### src/inc/cca_consts.vh
`ifndef CCA_CONSTS_VH
`define CCA_CONSTS_VH

// Configuration address register fields
`define CCA_ADDR_EN_BIT 31
`define CCA_ADDR_BUS_HI 23
`define CCA_ADDR_BUS_LO 16
`define CCA_ADDR_DEV_HI 15
`define CCA_ADDR_DEV_LO 11
`define CCA_ADDR_FUN_HI 10
`define CCA_ADDR_FUN_LO 8
`define CCA_ADDR_IDX_HI 7
`define CCA_ADDR_IDX_LO 2
`define CCA_ADDR_KEEP_MASK 32'h80FF_FFFC

// Logical bus, device and function numbers
`define CCA_BUS_ZERO 8'h00
`define CCA_DEV_HOST 5'h00
`define CCA_DEV_P2P 5'h01
`define CCA_DEV_GFX 5'h02
`define CCA_FUN_LEGACY 3'h0
`define CCA_FUN_DRAM 3'h1
`define CCA_FUN_PROC 3'h3

// Dword indexes
`define CCA_IDX_ID 6'h00
`define CCA_IDX_CMD 6'h01
`define CCA_IDX_BUSNUM 6'h06
`define CCA_IDX_IOWIN 6'h07
`define CCA_IDX_MEMWIN 6'h08
`define CCA_IDX_SCRATCH 6'h10
`define CCA_IDX_CTL 6'h14
`define CCA_IDX_LOCKED 6'h15
`define CCA_IDX_DRAM 6'h18

// Field masks
`define CCA_CMD_RW_MASK 32'h0000_0006
`define CCA_CMD_WC_MASK 32'h3000_0000
`define CCA_CTL_WO_MASK 32'h00FF_0001
`define CCA_CTL_RW_MASK 32'h0000_FF00
`define CCA_CTL_LOCK_BIT 0
`define CCA_BUSNUM_RW_MASK 32'h00FF_FF00
`define CCA_IOWIN_RW_MASK 32'h0000_F0F0
`define CCA_MEMWIN_RW_MASK 32'hFFF0_FFF0
`define CCA_ALL_MASK 32'hFFFF_FFFF
`define CCA_NONE_MASK 32'h0000_0000
`define CCA_STRAP_MASK 32'h0000_00FF

// Reset values
`define CCA_CMD_RST 32'h0000_0000
`define CCA_CTL_RST 32'h0000_0400
`define CCA_BUSNUM_RST 32'h0000_0000
`define CCA_IOWIN_RST 32'h0000_00F0
`define CCA_MEMWIN_RST 32'h0000_FFF0
`define CCA_DRAM_RST 32'h0000_0000
`define CCA_ZERO 32'h0000_0000
`define CCA_UNCLAIMED 32'hFFFF_FFFF

`endif

### src/logic/cca_attr_reg.v
`timescale 1ns/1ps
`include "cca_consts.vh"

module cca_attr_reg #(
    parameter [31:0] RST_VAL = 32'h0000_0000,
    parameter [31:0] RW_MASK = 32'h0000_0000,
    parameter [31:0] WC_MASK = 32'h0000_0000,
    parameter [31:0] WO_MASK = 32'h0000_0000,
    parameter [31:0] LK_MASK = 32'h0000_0000,
    parameter [31:0] LD_MASK = 32'h0000_0000
) (
    // Clock and resets
    input wire clk_i,
    input wire reset_i,
    input wire por_i,
    // Write side
    input wire we_i,
    input wire [3:0] be_i,
    input wire [31:0] wdata_i,
    input wire lock_i,
    // Hardware side
    input wire [31:0] set_i,
    input wire load_i,
    input wire [31:0] load_val_i,
    // Contents
    output reg [31:0] q_o
);
    reg [31:0] wo_done_q;
    reg [31:0] q_d;
    reg [31:0] wo_done_d;
    reg [31:0] wm;
    reg [31:0] wo_ok;
    reg [31:0] lk_ok;
    reg [31:0] wc_clr;
    reg [31:0] ld;

    always @* begin
        wm = {{8{be_i[3]}}, {8{be_i[2]}}, {8{be_i[1]}}, {8{be_i[0]}}} & {32{we_i}};
        wo_ok = wm & WO_MASK & ~wo_done_q;
        lk_ok = wm & LK_MASK & {32{~lock_i}};
        wc_clr = wm & WC_MASK & wdata_i;
        ld = LD_MASK & {32{load_i}};
        // Bits in no mask keep their value on writes
        q_d = (q_o & ~(wm & RW_MASK)) | (wdata_i & wm & RW_MASK);
        q_d = (q_d & ~wo_ok) | (wdata_i & wo_ok);
        q_d = (q_d & ~lk_ok) | (wdata_i & lk_ok);
        q_d = (q_d & ~wc_clr) | (set_i & WC_MASK);
        q_d = (q_d & ~ld) | (load_val_i & ld);
        wo_done_d = wo_done_q | wo_ok;
    end

    always @(posedge clk_i or posedge reset_i) begin
        if (reset_i) begin
            q_o <= RST_VAL;
        end else begin
            q_o <= q_d;
        end
    end

    // Only power-up clears the once-written record
    always @(posedge clk_i or posedge por_i) begin
        if (por_i) begin
            wo_done_q <= 32'h0000_0000;
        end else begin
            wo_done_q <= wo_done_d;
        end
    end
endmodule // cca_attr_reg

### src/logic/cca_cfg_space.v
// Contract
// Internal functions appear as devices on logical bus zero only.
// Device zero answers on functions zero, one and three.
// Device one is a bridge header with I/O and memory windows.
// Device two graphics exists only when the graphics variant is built.
// Writes to read-only bits leave contents unchanged.
// Writing one clears a write-clear bit; writing zero does nothing.
// Write-once bits accept only the first write after power-up.
// Lockable bits are writable until the lock bit is set.
// Reserved locations of device zero complete and read zero.
// Software preserves reserved bits by read-merge-write.
// Configuration address register may be written directly.
// Software never modifies vendor-reserved registers.
// Reset loads every register with its default.
// Some defaults come from strap inputs sampled after reset.
// Data window works only when address bit 31 is set.
// Write-once record is cleared only by power-up reset.
`timescale 1ns/1ps
`include "cca_consts.vh"

module cca_cfg_space #(
    parameter HAS_GFX = 1,
    parameter STRAP_W = 8,
    // Identity values are arbitrary
    parameter [31:0] ID_HOST = 32'h0100_1234,
    parameter [31:0] ID_DRAM = 32'h0101_1234,
    parameter [31:0] ID_PROC = 32'h0103_1234,
    parameter [31:0] ID_P2P = 32'h0110_1234,
    parameter [31:0] ID_GFX = 32'h0120_1234
) (
    // Clock and resets
    input wire clk_i,
    input wire reset_i,
    input wire por_i,
    // Straps and hardware events
    input wire [STRAP_W-1:0] strap_i,
    input wire [1:0] err_evt_i,
    // Configuration address register
    input wire addr_we_i,
    input wire [31:0] addr_wdata_i,
    output reg [31:0] addr_rdata_o,
    // Configuration data window
    input wire data_req_i,
    input wire data_we_i,
    input wire [3:0] data_be_i,
    input wire [31:0] data_wdata_i,
    output reg [31:0] data_rdata_o,
    output reg data_ack_o,
    output reg data_hit_o
);
    reg strap_pend_q;
    reg [31:0] rd;
    reg hit;
    wire [7:0] bus_n;
    wire [4:0] dev_n;
    wire [2:0] fun_n;
    wire [5:0] idx;
    wire sel_host;
    wire sel_dram;
    wire sel_proc;
    wire sel_p2p;
    wire sel_gfx;
    wire wr;
    wire [31:0] strap_val;
    wire [31:0] host_cmd;
    wire [31:0] host_ctl;
    wire [31:0] host_locked;
    wire [31:0] dram_q;
    wire [31:0] proc_q;
    wire [31:0] p2p_cmd;
    wire [31:0] p2p_bus;
    wire [31:0] p2p_io;
    wire [31:0] p2p_mem;
    wire [31:0] gfx_cmd;

    assign bus_n = addr_rdata_o[`CCA_ADDR_BUS_HI:`CCA_ADDR_BUS_LO];
    assign dev_n = addr_rdata_o[`CCA_ADDR_DEV_HI:`CCA_ADDR_DEV_LO];
    assign fun_n = addr_rdata_o[`CCA_ADDR_FUN_HI:`CCA_ADDR_FUN_LO];
    assign idx = addr_rdata_o[`CCA_ADDR_IDX_HI:`CCA_ADDR_IDX_LO];

    // Internal functions live on logical bus zero only
    wire on_bus0 = addr_rdata_o[`CCA_ADDR_EN_BIT] && (bus_n == `CCA_BUS_ZERO);
    assign sel_host = on_bus0 && (dev_n == `CCA_DEV_HOST) && (fun_n == `CCA_FUN_LEGACY);
    assign sel_dram = on_bus0 && (dev_n == `CCA_DEV_HOST) && (fun_n == `CCA_FUN_DRAM);
    assign sel_proc = on_bus0 && (dev_n == `CCA_DEV_HOST) && (fun_n == `CCA_FUN_PROC);
    assign sel_p2p = on_bus0 && (dev_n == `CCA_DEV_P2P) && (fun_n == `CCA_FUN_LEGACY);
    assign sel_gfx = (HAS_GFX != 0) && on_bus0 && (dev_n == `CCA_DEV_GFX) && (fun_n == `CCA_FUN_LEGACY);
    assign wr = data_req_i && data_we_i;
    assign strap_val = {{(32-STRAP_W){1'b0}}, strap_i};

    // Address register written whole, no merge needed
    always @(posedge clk_i or posedge reset_i) begin
        if (reset_i) begin
            addr_rdata_o <= `CCA_ZERO;
        end else if (addr_we_i) begin
            addr_rdata_o <= addr_wdata_i & `CCA_ADDR_KEEP_MASK;
        end
    end

    // Straps are caught on the first edge after release
    always @(posedge clk_i or posedge reset_i) begin
        if (reset_i) begin
            strap_pend_q <= 1'b1;
        end else begin
            strap_pend_q <= 1'b0;
        end
    end

    cca_attr_reg #(.RST_VAL(`CCA_CMD_RST), .RW_MASK(`CCA_CMD_RW_MASK), .WC_MASK(`CCA_CMD_WC_MASK))
    u_host_cmd (
        .clk_i(clk_i), .reset_i(reset_i), .por_i(por_i),
        .we_i(wr && sel_host && (idx == `CCA_IDX_CMD)), .be_i(data_be_i), .wdata_i(data_wdata_i),
        .lock_i(1'b0), .set_i({2'b00, err_evt_i, 28'h000_0000}),
        .load_i(1'b0), .load_val_i(`CCA_ZERO), .q_o(host_cmd)
    );

    cca_attr_reg #(.RST_VAL(`CCA_CTL_RST), .RW_MASK(`CCA_CTL_RW_MASK), .WO_MASK(`CCA_CTL_WO_MASK))
    u_host_ctl (
        .clk_i(clk_i), .reset_i(reset_i), .por_i(por_i),
        .we_i(wr && sel_host && (idx == `CCA_IDX_CTL)), .be_i(data_be_i), .wdata_i(data_wdata_i),
        .lock_i(1'b0), .set_i(`CCA_ZERO),
        .load_i(1'b0), .load_val_i(`CCA_ZERO), .q_o(host_ctl)
    );

    cca_attr_reg #(.RST_VAL(`CCA_ZERO), .LK_MASK(`CCA_ALL_MASK))
    u_host_locked (
        .clk_i(clk_i), .reset_i(reset_i), .por_i(por_i),
        .we_i(wr && sel_host && (idx == `CCA_IDX_LOCKED)), .be_i(data_be_i), .wdata_i(data_wdata_i),
        .lock_i(host_ctl[`CCA_CTL_LOCK_BIT]), .set_i(`CCA_ZERO),
        .load_i(1'b0), .load_val_i(`CCA_ZERO), .q_o(host_locked)
    );

    cca_attr_reg #(.RST_VAL(`CCA_DRAM_RST), .RW_MASK(`CCA_ALL_MASK), .LD_MASK(`CCA_STRAP_MASK))
    u_dram (
        .clk_i(clk_i), .reset_i(reset_i), .por_i(por_i),
        .we_i(wr && sel_dram && (idx == `CCA_IDX_DRAM)), .be_i(data_be_i), .wdata_i(data_wdata_i),
        .lock_i(1'b0), .set_i(`CCA_ZERO),
        .load_i(strap_pend_q), .load_val_i(strap_val), .q_o(dram_q)
    );

    cca_attr_reg #(.RST_VAL(`CCA_ZERO), .RW_MASK(`CCA_ALL_MASK))
    u_proc (
        .clk_i(clk_i), .reset_i(reset_i), .por_i(por_i),
        .we_i(wr && sel_proc && (idx == `CCA_IDX_SCRATCH)), .be_i(data_be_i), .wdata_i(data_wdata_i),
        .lock_i(1'b0), .set_i(`CCA_ZERO),
        .load_i(1'b0), .load_val_i(`CCA_ZERO), .q_o(proc_q)
    );

    cca_attr_reg #(.RST_VAL(`CCA_CMD_RST), .RW_MASK(`CCA_CMD_RW_MASK), .WC_MASK(`CCA_CMD_WC_MASK))
    u_p2p_cmd (
        .clk_i(clk_i), .reset_i(reset_i), .por_i(por_i),
        .we_i(wr && sel_p2p && (idx == `CCA_IDX_CMD)), .be_i(data_be_i), .wdata_i(data_wdata_i),
        .lock_i(1'b0), .set_i(`CCA_ZERO),
        .load_i(1'b0), .load_val_i(`CCA_ZERO), .q_o(p2p_cmd)
    );

    // Primary bus number stays zero
    cca_attr_reg #(.RST_VAL(`CCA_BUSNUM_RST), .RW_MASK(`CCA_BUSNUM_RW_MASK))
    u_p2p_bus (
        .clk_i(clk_i), .reset_i(reset_i), .por_i(por_i),
        .we_i(wr && sel_p2p && (idx == `CCA_IDX_BUSNUM)), .be_i(data_be_i), .wdata_i(data_wdata_i),
        .lock_i(1'b0), .set_i(`CCA_ZERO),
        .load_i(1'b0), .load_val_i(`CCA_ZERO), .q_o(p2p_bus)
    );

    cca_attr_reg #(.RST_VAL(`CCA_IOWIN_RST), .RW_MASK(`CCA_IOWIN_RW_MASK))
    u_p2p_io (
        .clk_i(clk_i), .reset_i(reset_i), .por_i(por_i),
        .we_i(wr && sel_p2p && (idx == `CCA_IDX_IOWIN)), .be_i(data_be_i), .wdata_i(data_wdata_i),
        .lock_i(1'b0), .set_i(`CCA_ZERO),
        .load_i(1'b0), .load_val_i(`CCA_ZERO), .q_o(p2p_io)
    );

    cca_attr_reg #(.RST_VAL(`CCA_MEMWIN_RST), .RW_MASK(`CCA_MEMWIN_RW_MASK))
    u_p2p_mem (
        .clk_i(clk_i), .reset_i(reset_i), .por_i(por_i),
        .we_i(wr && sel_p2p && (idx == `CCA_IDX_MEMWIN)), .be_i(data_be_i), .wdata_i(data_wdata_i),
        .lock_i(1'b0), .set_i(`CCA_ZERO),
        .load_i(1'b0), .load_val_i(`CCA_ZERO), .q_o(p2p_mem)
    );

    cca_attr_reg #(.RST_VAL(`CCA_CMD_RST), .RW_MASK(`CCA_CMD_RW_MASK), .WC_MASK(`CCA_CMD_WC_MASK))
    u_gfx_cmd (
        .clk_i(clk_i), .reset_i(reset_i), .por_i(por_i),
        .we_i(wr && sel_gfx && (idx == `CCA_IDX_CMD)), .be_i(data_be_i), .wdata_i(data_wdata_i),
        .lock_i(1'b0), .set_i(`CCA_ZERO),
        .load_i(1'b0), .load_val_i(`CCA_ZERO), .q_o(gfx_cmd)
    );

    // Read mux; reserved locations of a claimed function read zero
    always @* begin
        rd = `CCA_ZERO;
        hit = sel_host || sel_dram || sel_proc || sel_p2p || sel_gfx;
        if (sel_host) begin
            case (idx)
                `CCA_IDX_ID: rd = ID_HOST;
                `CCA_IDX_CMD: rd = host_cmd;
                `CCA_IDX_CTL: rd = host_ctl;
                `CCA_IDX_LOCKED: rd = host_locked;
                default: rd = `CCA_ZERO;
            endcase
        end else if (sel_dram) begin
            case (idx)
                `CCA_IDX_ID: rd = ID_DRAM;
                `CCA_IDX_DRAM: rd = dram_q;
                default: rd = `CCA_ZERO;
            endcase
        end else if (sel_proc) begin
            case (idx)
                `CCA_IDX_ID: rd = ID_PROC;
                `CCA_IDX_SCRATCH: rd = proc_q;
                default: rd = `CCA_ZERO;
            endcase
        end else if (sel_p2p) begin
            case (idx)
                `CCA_IDX_ID: rd = ID_P2P;
                `CCA_IDX_CMD: rd = p2p_cmd;
                `CCA_IDX_BUSNUM: rd = p2p_bus;
                `CCA_IDX_IOWIN: rd = p2p_io;
                `CCA_IDX_MEMWIN: rd = p2p_mem;
                default: rd = `CCA_ZERO;
            endcase
        end else if (sel_gfx) begin
            case (idx)
                `CCA_IDX_ID: rd = ID_GFX;
                `CCA_IDX_CMD: rd = gfx_cmd;
                default: rd = `CCA_ZERO;
            endcase
        end else begin
            rd = `CCA_UNCLAIMED;
        end
    end

    // Every window access completes one cycle later
    always @(posedge clk_i or posedge reset_i) begin
        if (reset_i) begin
            data_rdata_o <= `CCA_ZERO;
            data_ack_o <= 1'b0;
            data_hit_o <= 1'b0;
        end else begin
            data_ack_o <= data_req_i;
            data_hit_o <= data_req_i && hit;
            if (data_req_i) begin
                data_rdata_o <= rd;
            end
        end
    end
endmodule // cca_cfg_space

### config.mk
export PLATFORM = sky130hd
export DESIGN_NAME = cca_cfg_space
export DESIGN_NICKNAME = d
export VERILOG_FILES = /design/src/logic/cca_attr_reg.v /design/src/logic/cca_cfg_space.v
export VERILOG_INCLUDE_DIRS = /design/src /design/src/inc
export SDC_FILE = /design/constraint.sdc
export NUM_CORES = 1
export LEC_CHECK = 0
export BUFFER_PORTS_ARGS = -buffer_cell sky130_fd_sc_hd__buf_4
export CAP_MARGIN = 20
export CORE_ASPECT_RATIO = 1.2
export CORE_MARGIN = 10
export CORE_UTILIZATION = 35
export CTS_BUF_LIST = sky130_fd_sc_hd__clkbuf_16
export CTS_CLUSTER_SIZE = 14
export DETAILED_ROUTE_END_ITERATION = 16
export SLEW_MARGIN = 20
export SYNTH_ARGS = -nofsm -noshare
export SYNTH_HDL_FRONTEND = slang
export SYNTH_HIERARCHICAL = 1
export SYNTH_SLANG_ARGS = --single-unit
### constraint.sdc
create_clock -name clk_i -period 3.5 [get_ports clk_i]
set_clock_uncertainty 0.15 [all_clocks]
set_input_delay 0.175 -clock clk_i [delete_from_list [all_inputs] [get_ports clk_i]]
set_output_delay 0.175 -clock clk_i [all_outputs]
set_load 0.02 [all_outputs]
; Word-level counts from Yosys, hierarchy flattened
; Index checks and enable logic that the tools add are counted.
[totals]
regBits = 410
elab_cells = 145
[op_classes]
n_mux = 10
n_bitwise = 73
reduce_logical = 34
n_eq_ne = 12
[op_table]
columns = cell, count
row1 = $and 32x32->32, 25
row2 = $not 32->32, 9
row3 = $or 32x32->32, 6
row4 = $pmux 32 s2, 3
row5 = $mux 32, 5
row6 = $pmux 32 s5, 1
row7 = $pmux 32 s4, 1
row8 = $and 30x32->32, 3
row9 = $not 3->32, 3
row10 = $or 32x3->32, 3
row11 = $and 30x30->30, 3
row12 = $and 24x24->24, 3
row13 = $not 16->32, 2
row14 = $or 32x16->32, 2
row15 = $and 16x16->16, 3
row16 = $and 24x32->32, 1
row17 = $not 24->32, 1
row18 = $not 8->32, 1
row19 = $or 32x24->32, 1
row20 = $or 32x30->32, 1
row21 = $or 32x8->32, 1
row22 = $logic_and 1x1->1, 26
row23 = $eq 6x5->1 const B, 4
row24 = $eq 6x3->1 const B, 2
row25 = 14 further kinds, 19

; Logic depth before layout (Yosys ltp)
; Gate-level depths: netlist of the first run.
[logic_depth]
ltp_word = 12
mapped_depth = 10

; Modules after synthesis
; The synthesis of the first run kept the hierarchy.
[modules_own_cells]
columns = module, cells_each, seq_area_each_um2, area_per_inst_um2, n_inst
row1 = cca_cfg_space, 728, 1452.6, 5656.7, 1
row2 = cca_attr_reg at u_dram, 98, 800.8, 1448.9, 1
row3 = cca_attr_reg at u_host_locked, 69, 800.8, 1209.9, 1
row4 = cca_attr_reg at u_proc, 69, 800.8, 1189.9, 1
row5 = cca_attr_reg at u_host_ctl, 83, 651.9, 1146.1, 1
row6 = cca_attr_reg at u_gfx_cmd ..., 41, 100.1, 379.1, 3
row7 = cca_attr_reg at u_p2p_mem, 62, 615.6, 973.4, 1
row8 = cca_attr_reg at u_p2p_bus, 52, 400.4, 720.7, 1
row9 = cca_attr_reg at u_p2p_io, 44, 205.2, 490.5, 1

; Least setup slack after synthesis of the first run
; Ideal clock, no wire load.
[synth_timing]
path_type = reg-to-reg
startpoint = register addr_rdata_o[17]
endpoint = register with a tool-made name
path_slack_ns = 0.486
synth_period_minus_slack_ns = 3.014
stages_incl_launch_ff = 7
arrival_time_ns = 2.739
required_time_ns = 3.225
cell_sequence = dfrtp_1 or4_4 or4_1 buf_6 nor3_1 nand3b_2 mux2_2
[synth_rtl]
columns = element, line_no
row1 = from (decl), cca_cfg_space.v:41  ; output reg [31:0] addr_rdata_o,
row2 = from (signal assigned), cca_cfg_space.v:94  ; addr_rdata_o <= `CCA_ZERO;
row3 = from (signal assigned), cca_cfg_space.v:96  ; addr_rdata_o <= addr_wdata_i & `CCA_ADDR_KEEP_MASK;

==> results of run 1 <==
## placed cells by master (no fill, tap or decap), types with 4 or more instances in the layout
master,synthesis,layout
a21o_1,8,8
a21oi_1,46,45
a221o_1,26,26
a221oi_1,10,10
a222oi_1,4,4
a31oi_1,25,25
a41oi_1,5,5
and2_1,5,5
and3_1,50,50
and3b_1,4,4
buf_4,160,178
bufinv_16,0,5
clkbuf_16,0,27
clkinv_1,1,5
clkinv_2,0,6
conb_1,8,161
dfrtp_1,222,221
dfstp_2,18,18
dlygate4sd3_1,0,106
inv_1,23,24
mux2_2,162,162
mux2_4,29,29
mux2i_1,46,46
nand2_1,113,113
nand2_2,13,13
nand2b_1,9,9
nand3_1,19,19
nand3b_1,11,11
nand3b_2,4,4
nand4b_1,8,8
nor2_1,40,40
nor3_1,31,29
nor4_1,9,7
o211ai_1,4,4
o21a_1,6,6
o21ai_0,59,59
o311ai_0,22,22
o311ai_1,6,6
## through the flow
stage	cells	cell area [µm²]
after global placement	1959	15100
final	2113	17100
after global routing	2113	17100
after detailed placement	1959	15100
after floorplan	1481	14500
after CTS	2113	17100
## worst register-to-register path: stages, from the launching register on
cell and delay (ns):
dfrtp_1 0.43, nor4_1 0.64, nand4_1 0.34, nor4_2 0.46
buf_12 0.23, and2_4 0.24, o311ai_1 0.10, dlygate4sd3_1 0.58
## layer usage
layer  share of wire  wire, µm  vias up
met2            0.49     21700      340
li1                -         -     4965
met4           0.043      1920        4
met3           0.054      2390      109
met1            0.41     18200     5357
met5         0.00045        20        -
## cell families after synthesis
| group | after synthesis | share of synthesized area |
|---|---|---|
| AOI/OAI and AO/OA | 243 | 0.121 |
| xor gates and xnor gates | 1 | 0.000627 |
| buffers and inverters | 260 | 0.118 |
| DFF | 240 | 0.431 |
| muxes | 237 | 0.195 |
| other | 8 | 0.00215 |
| and+or+nand+nor | 339 | 0.132 |
## power groups by stage
stage                     clock network [W]  registers, W  logic, W
after floorplan                           0       0.00298  0.000499
after global placement                    0       0.00298  0.000687
after global routing                0.00313       0.00295  0.000886
after CTS                           0.00302       0.00294  0.000812
after detailed placement                  0       0.00299  0.000695
final                               0.00295       0.00294  0.000822
## worst max path at each step
stage	from	end	slack (ns)	depth (start not counted)
floorplan	addr_rdata_o[17]	flop	0.49	6
global route	addr_rdata_o[23]	u_host_cmd/q_o[28]	0.04	8
detailed placement	addr_rdata_o[23]	flop	0.41	7
CTS	addr_rdata_o[23]	u_host_cmd/q_o[28]	0.24	8
finish	addr_rdata_o[17]	flop	0.20	7
global placement	addr_rdata_o[23]	flop	0.44	7
## what timing repair did
action / 4_1_cts / 5_1_grt
hold buffers: 106 / 0
hold endpoints to repair: 381 / 0
endpoints found under the setup margin: 0 / 0
## layout make-up
cell class / count / share of cell area
clock inverters: 21 / 0.0137
inverters: 24 / 0.00528
flip-flops and latches: 240 / 0.354
multi-input cells: 981 / 0.405
repair buffers: 287 / 0.144
clock buffers: 27 / 0.0396
well taps: 533 / 0.0391
==> results.yml, run 1 <==
clock_network:
  path_clk_slew_ns: 0.06
  htreeDepth: 1
  clockBufferDepth: 3
  cts_root_buf: "clkbuf_16"
  cts_buffers: 26
  clkLatencyLatePin_ns: 0.54
  cts_resized: 0
  cts_tree: "built"
  cts_sinks: 240
  cts_setup_buffers: 0
routing:
  drcViolationCount: 0
  wl_um: 44200
  wl_per_cell_um: 20.9
  drtPass1Iterations: 5
  drtAntennaViolNets: 0
  avgViaCountPerCell: 5.10
  drt_iter0_markers: 937
  dr_total_vias: 10800
worst_setup_path:
  path_delay_family: "simple AND/OR/NAND/NOR gates"
  ff2ff_setup_slack_ns: 0.20
  path_cells: "nor4_1, nand4_1, nor4_2, buf_12, and2_4, o311ai_1, dlygate4sd3_1"
  worst_path_max_delay_cell: "nor4_1"
  critPathCaptureType: "flop"
  reg2regPathDepth: 7
  worstPathArrival_ns: 3.57
  r2r_start: "addr_rdata_o[17]"
  critPathKind: "reg -> reg"
  worstPathMaxFanout: 12
  cp.required_ns: 3.77
  start_kind: "flop"
  cp_num_buf_inv: 2
  max_stage_delay_ns: 0.64
synthesis:
  ys_top_cells_by_count: "222 x dfrtp_1, 162 x mux2_2, 160 x buf_4"
  synthCells: 1328
  synth.area.top_cells: "dfrtp_1 40%, mux2_2 13%, buf_4 8.6%, dfstp_2 3.4%, mux2i_1 3.3%"
  synth_top_cell_area_share: 0.398
  async_reset_ff_frac: 1.00
  synth.distinct_cells: 68
  ys_warn_count: 6
  synth_largest_area_cell: "dfrtp_1"
  ys_ff_latch: 240
  synth_edf_count: 0
  synth_area_um2: 14000
  seq_area_frac_synth: 0.431
  synth.most_common_cell: "dfrtp_1"
  synth_ff_type: "dfrtp_1"
  syn_area_per_cell_um2: 10.5
finish:
  multi_input_area_um2: 6910
  regArea_um2: 6030
  areaGrowthSynthToFinish_pct: 22.1
  nFillCells: 3798
  drive_above_1_share: 0.299
  final_util: 0.430
  layout.nets: 1644
  antenna_cells: 0
die:
  die_w_um: 202
  die_h_um: 239
  start_util: 0.353
  ioPinCount: 150
  num_rows: 80
  core_um2: 39600
  die_area_um2: 48300
global_routing:
  groute.layer.met1.usage: 0.215
  grt_overflow: 0
  met2_usage: 0.309
  grtUsageTotal: 0.180
  use_met3: 0.0301
  grt_max_degree: 42
  antenna_found_initial: 2
  grt.busiest_layer: "met2"
  grt_first_pass_wirelength_um: 68600
  first_global_vias: 11400
sta:
  finalCriticalPeriod_ns: 3.30
  period_share: 0.942
  setup_tns_ns: 0
  finalHoldViolations: 0
  rsz0062_at_grt: "false"
  max_slew_margin: 0.313
  fin_ws_ns: 0.204
  fmax_mhz: 303
  worstMarginPinSlew_ns: 1.02
  hold-worst-slack_ns: 0.0590
  slew_violations: 0
  finalSetupViolCount: 0
power_and_ir_drop:
  power.switching_w: 0.00173
  max-vdd-ir-drop_v: 0.000270
  internal-power_w: 0.00499
  powerDensity_nw_per_um2: 393
  power.share.clock: 0.439
  leakage_nw: 7.82
  comb_power_share: 0.122
  p_sw_frac: 0.257
  p_total_w: 0.00671
  seq_power_share: 0.438
placement:
  gp_congestion: 0.873
  io_buffers: 131
  place_ws_ns: 0.405
  dp_hpwl_um: 30300
worst_hold_path:
  hp-class: "in -> async"
job:
  maxCapViolCount: 0
outcome:
  outcome: "completed"
No activity file was read; power rests on OpenSTA's default activity.
==> run 2: changes to the inputs <==
==> constraint.sdc (replaced) <==
create_clock -name clk_i -period 3.5 [get_ports clk_i]
set_clock_uncertainty 0.15 [all_clocks]
set_input_delay 0.7 -clock clk_i [delete_from_list [all_inputs] [get_ports clk_i]]
set_output_delay 0.7 -clock clk_i [all_outputs]
set_load 0.02 [all_outputs]
==> results.yml, run 2 (synthesis gave the netlist of run 1 again) <==
finish:
  regArea_um2: 6030
  multi_input_area_um2: 6910
  layout_common_cells: "221 x dfrtp_1, 182 x buf_4, 162 x mux2_2, 161 x conb_1, 113 x nand2_1"
  layout.nets: 1544
  final_common_cell: "dfrtp_1"
  drive_above_1_share: 0.318
  areaGrowthSynthToFinish_pct: 14.2
  nFillCells: 3935
routing:
  wl_per_cell_um: 21.3
  drtPass1Iterations: 7
  wl_um: 42900
  drtAntennaViolNets: 0
  drcViolationCount: 0
  avgViaCountPerCell: 5.21
  dr_total_vias: 10500
  top_layer: "met5"
  wl_met1_um: 17400
  wl_met2_um: 20600
  met3WireLength_um: 3240
  drt_iter0_markers: 802
worst_setup_path:
  worstPathArrival_ns: 3.45
  critPathKind: "reg -> reg"
  worstPathMaxFanout: 8
  critPathCaptureType: "flop"
  cp.required_ns: 3.77
  reg2regPathDepth: 7
  path_cells: "nor4b_4, nand2_1, or4_1, nor3_1, buf_4, nand3b_2, mux2_2"
  worst_path_max_delay_cell: "or4_1"
  ff2ff_setup_slack_ns: 0.32
  start_kind: "flop"
  max_stage_delay_ns: 0.76
  r2r_start: "addr_rdata_o[23]"
die:
  die_h_um: 239
  core_um2: 39600
  die_area_um2: 48300
  die_w_um: 202
  num_rows: 80
  ioPinCount: 150
  start_util: 0.353
sta:
  fmax_mhz: 315
  finalHoldViolations: 0
  finalCriticalPeriod_ns: 3.18
  finalSetupViolCount: 0
  rsz0062_at_grt: "false"
  max_slew_margin: 0.370
  period_share: 0.908
  worstMarginPinSlew_ns: 0.944
  setup_tns_ns: 0
  slew_violations: 0
clock_network:
  cts_root_buf: "clkbuf_16"
  cts_resized: 0
  path_clk_slew_ns: 0.06
  cts_hold_buf: 2
  clkLatencyLatePin_ns: 0.56
  clockBufferDepth: 3
  cts_sinks: 240
  htreeDepth: 1
  cts_setup_buffers: 0
  cts_tree: "built"
  cts_buffers: 27
worst_hold_path:
  min_from: "err_evt_i[1]"
  hold-path-cell-count: 2
  hp-class: "in -> reg"
  whs_endpoint: "u_host_cmd/q_o[29]"
job:
  maxCapViolCount: 0
global_routing:
  grt_max_degree: 32
  grt_overflow: 0
  first_global_vias: 10600
  grt_first_pass_wirelength_um: 65700
  grtUsageTotal: 0.173
  antenna_found_initial: 3
power_and_ir_drop:
  leakage_nw: 7.38
  powerDensity_nw_per_um2: 398
  p_total_w: 0.00636
  max-vdd-ir-drop_v: 0.000257
placement:
  io_buffers: 131
  dp_hpwl_um: 30100
  gp_congestion: 0.904
outcome:
  outcome: "completed"
run 2: routing by layer:
metal / global-route usage / vias to the layer above
met5: 0 / -
met4: 0.0733 / 4
met3: 0.0407 / 104
met2: 0.290 / 402
met1: 0.210 / 5243
li1: - / 4754
run 2: area by class of cell:
class / instances / share of cell area
diodes: 1 / 0.000157
inverters: 24 / 0.00564
clock buffers: 27 / 0.0423
clock inverters: 23 / 0.0100
repair buffers: 186 / 0.0894
flip-flops and latches: 240 / 0.378
well taps: 533 / 0.0418
multi-input cells: 981 / 0.433
run 2: critical path: cells and delay by family, from the launching register on:
family                 cells  cell delay, ns
muxes                      1            0.38
and+or+nand+nor            5            1.91
buffers and inverters      1            0.18
DFF                        1            0.41
run 2: report_power, final:
group / internal (W) / leakage [nW] / switching [W] / total, W
clock: 0.00155 / 0.435 / 0.00117 / 0.00271
combinational: 0.000276 / 3.95 / 0.000450 / 0.000725
sequential: 0.00285 / 3.00 / 0.0000687 / 0.00292
total: 0.00467 / 7.38 / 0.00169 / 0.00636
run 2: per-stage QoR:
| step | setup WS [ns] | instance area [µm²] | instances | hold WS, ns | utilization |
|---|---|---|---|---|---|
| floorplan | 0.486 | 14500 | 1481 | 0.273 | - |
| CTS | 0.362 | 16000 | 2014 | 0.172 | 0.403 |
| global route | 0.175 | 16000 | 2015 | 0.171 | 0.403 |
| global placement | 0.428 | 15100 | 1962 | 0.286 | 0.381 |
| finish | 0.321 | 16000 | 2015 | 0.186 | 0.403 |
| detailed placement | 0.400 | 15100 | 1962 | 0.293 | 0.381 |
run 2: worst max-delay path by stage:
stage | startpoint | to | slack (ns) | depth (start not counted)
finish | addr_rdata_o[23] | flop | 0.32 | 7
global route | addr_rdata_o[14] | flop | 0.18 | 7
CTS | addr_rdata_o[14] | flop | 0.36 | 7
detailed placement | addr_rdata_o[23] | flop | 0.40 | 7
global placement | addr_rdata_o[14] | flop | 0.43 | 7
floorplan | addr_rdata_o[17] | flop | 0.49 | 6
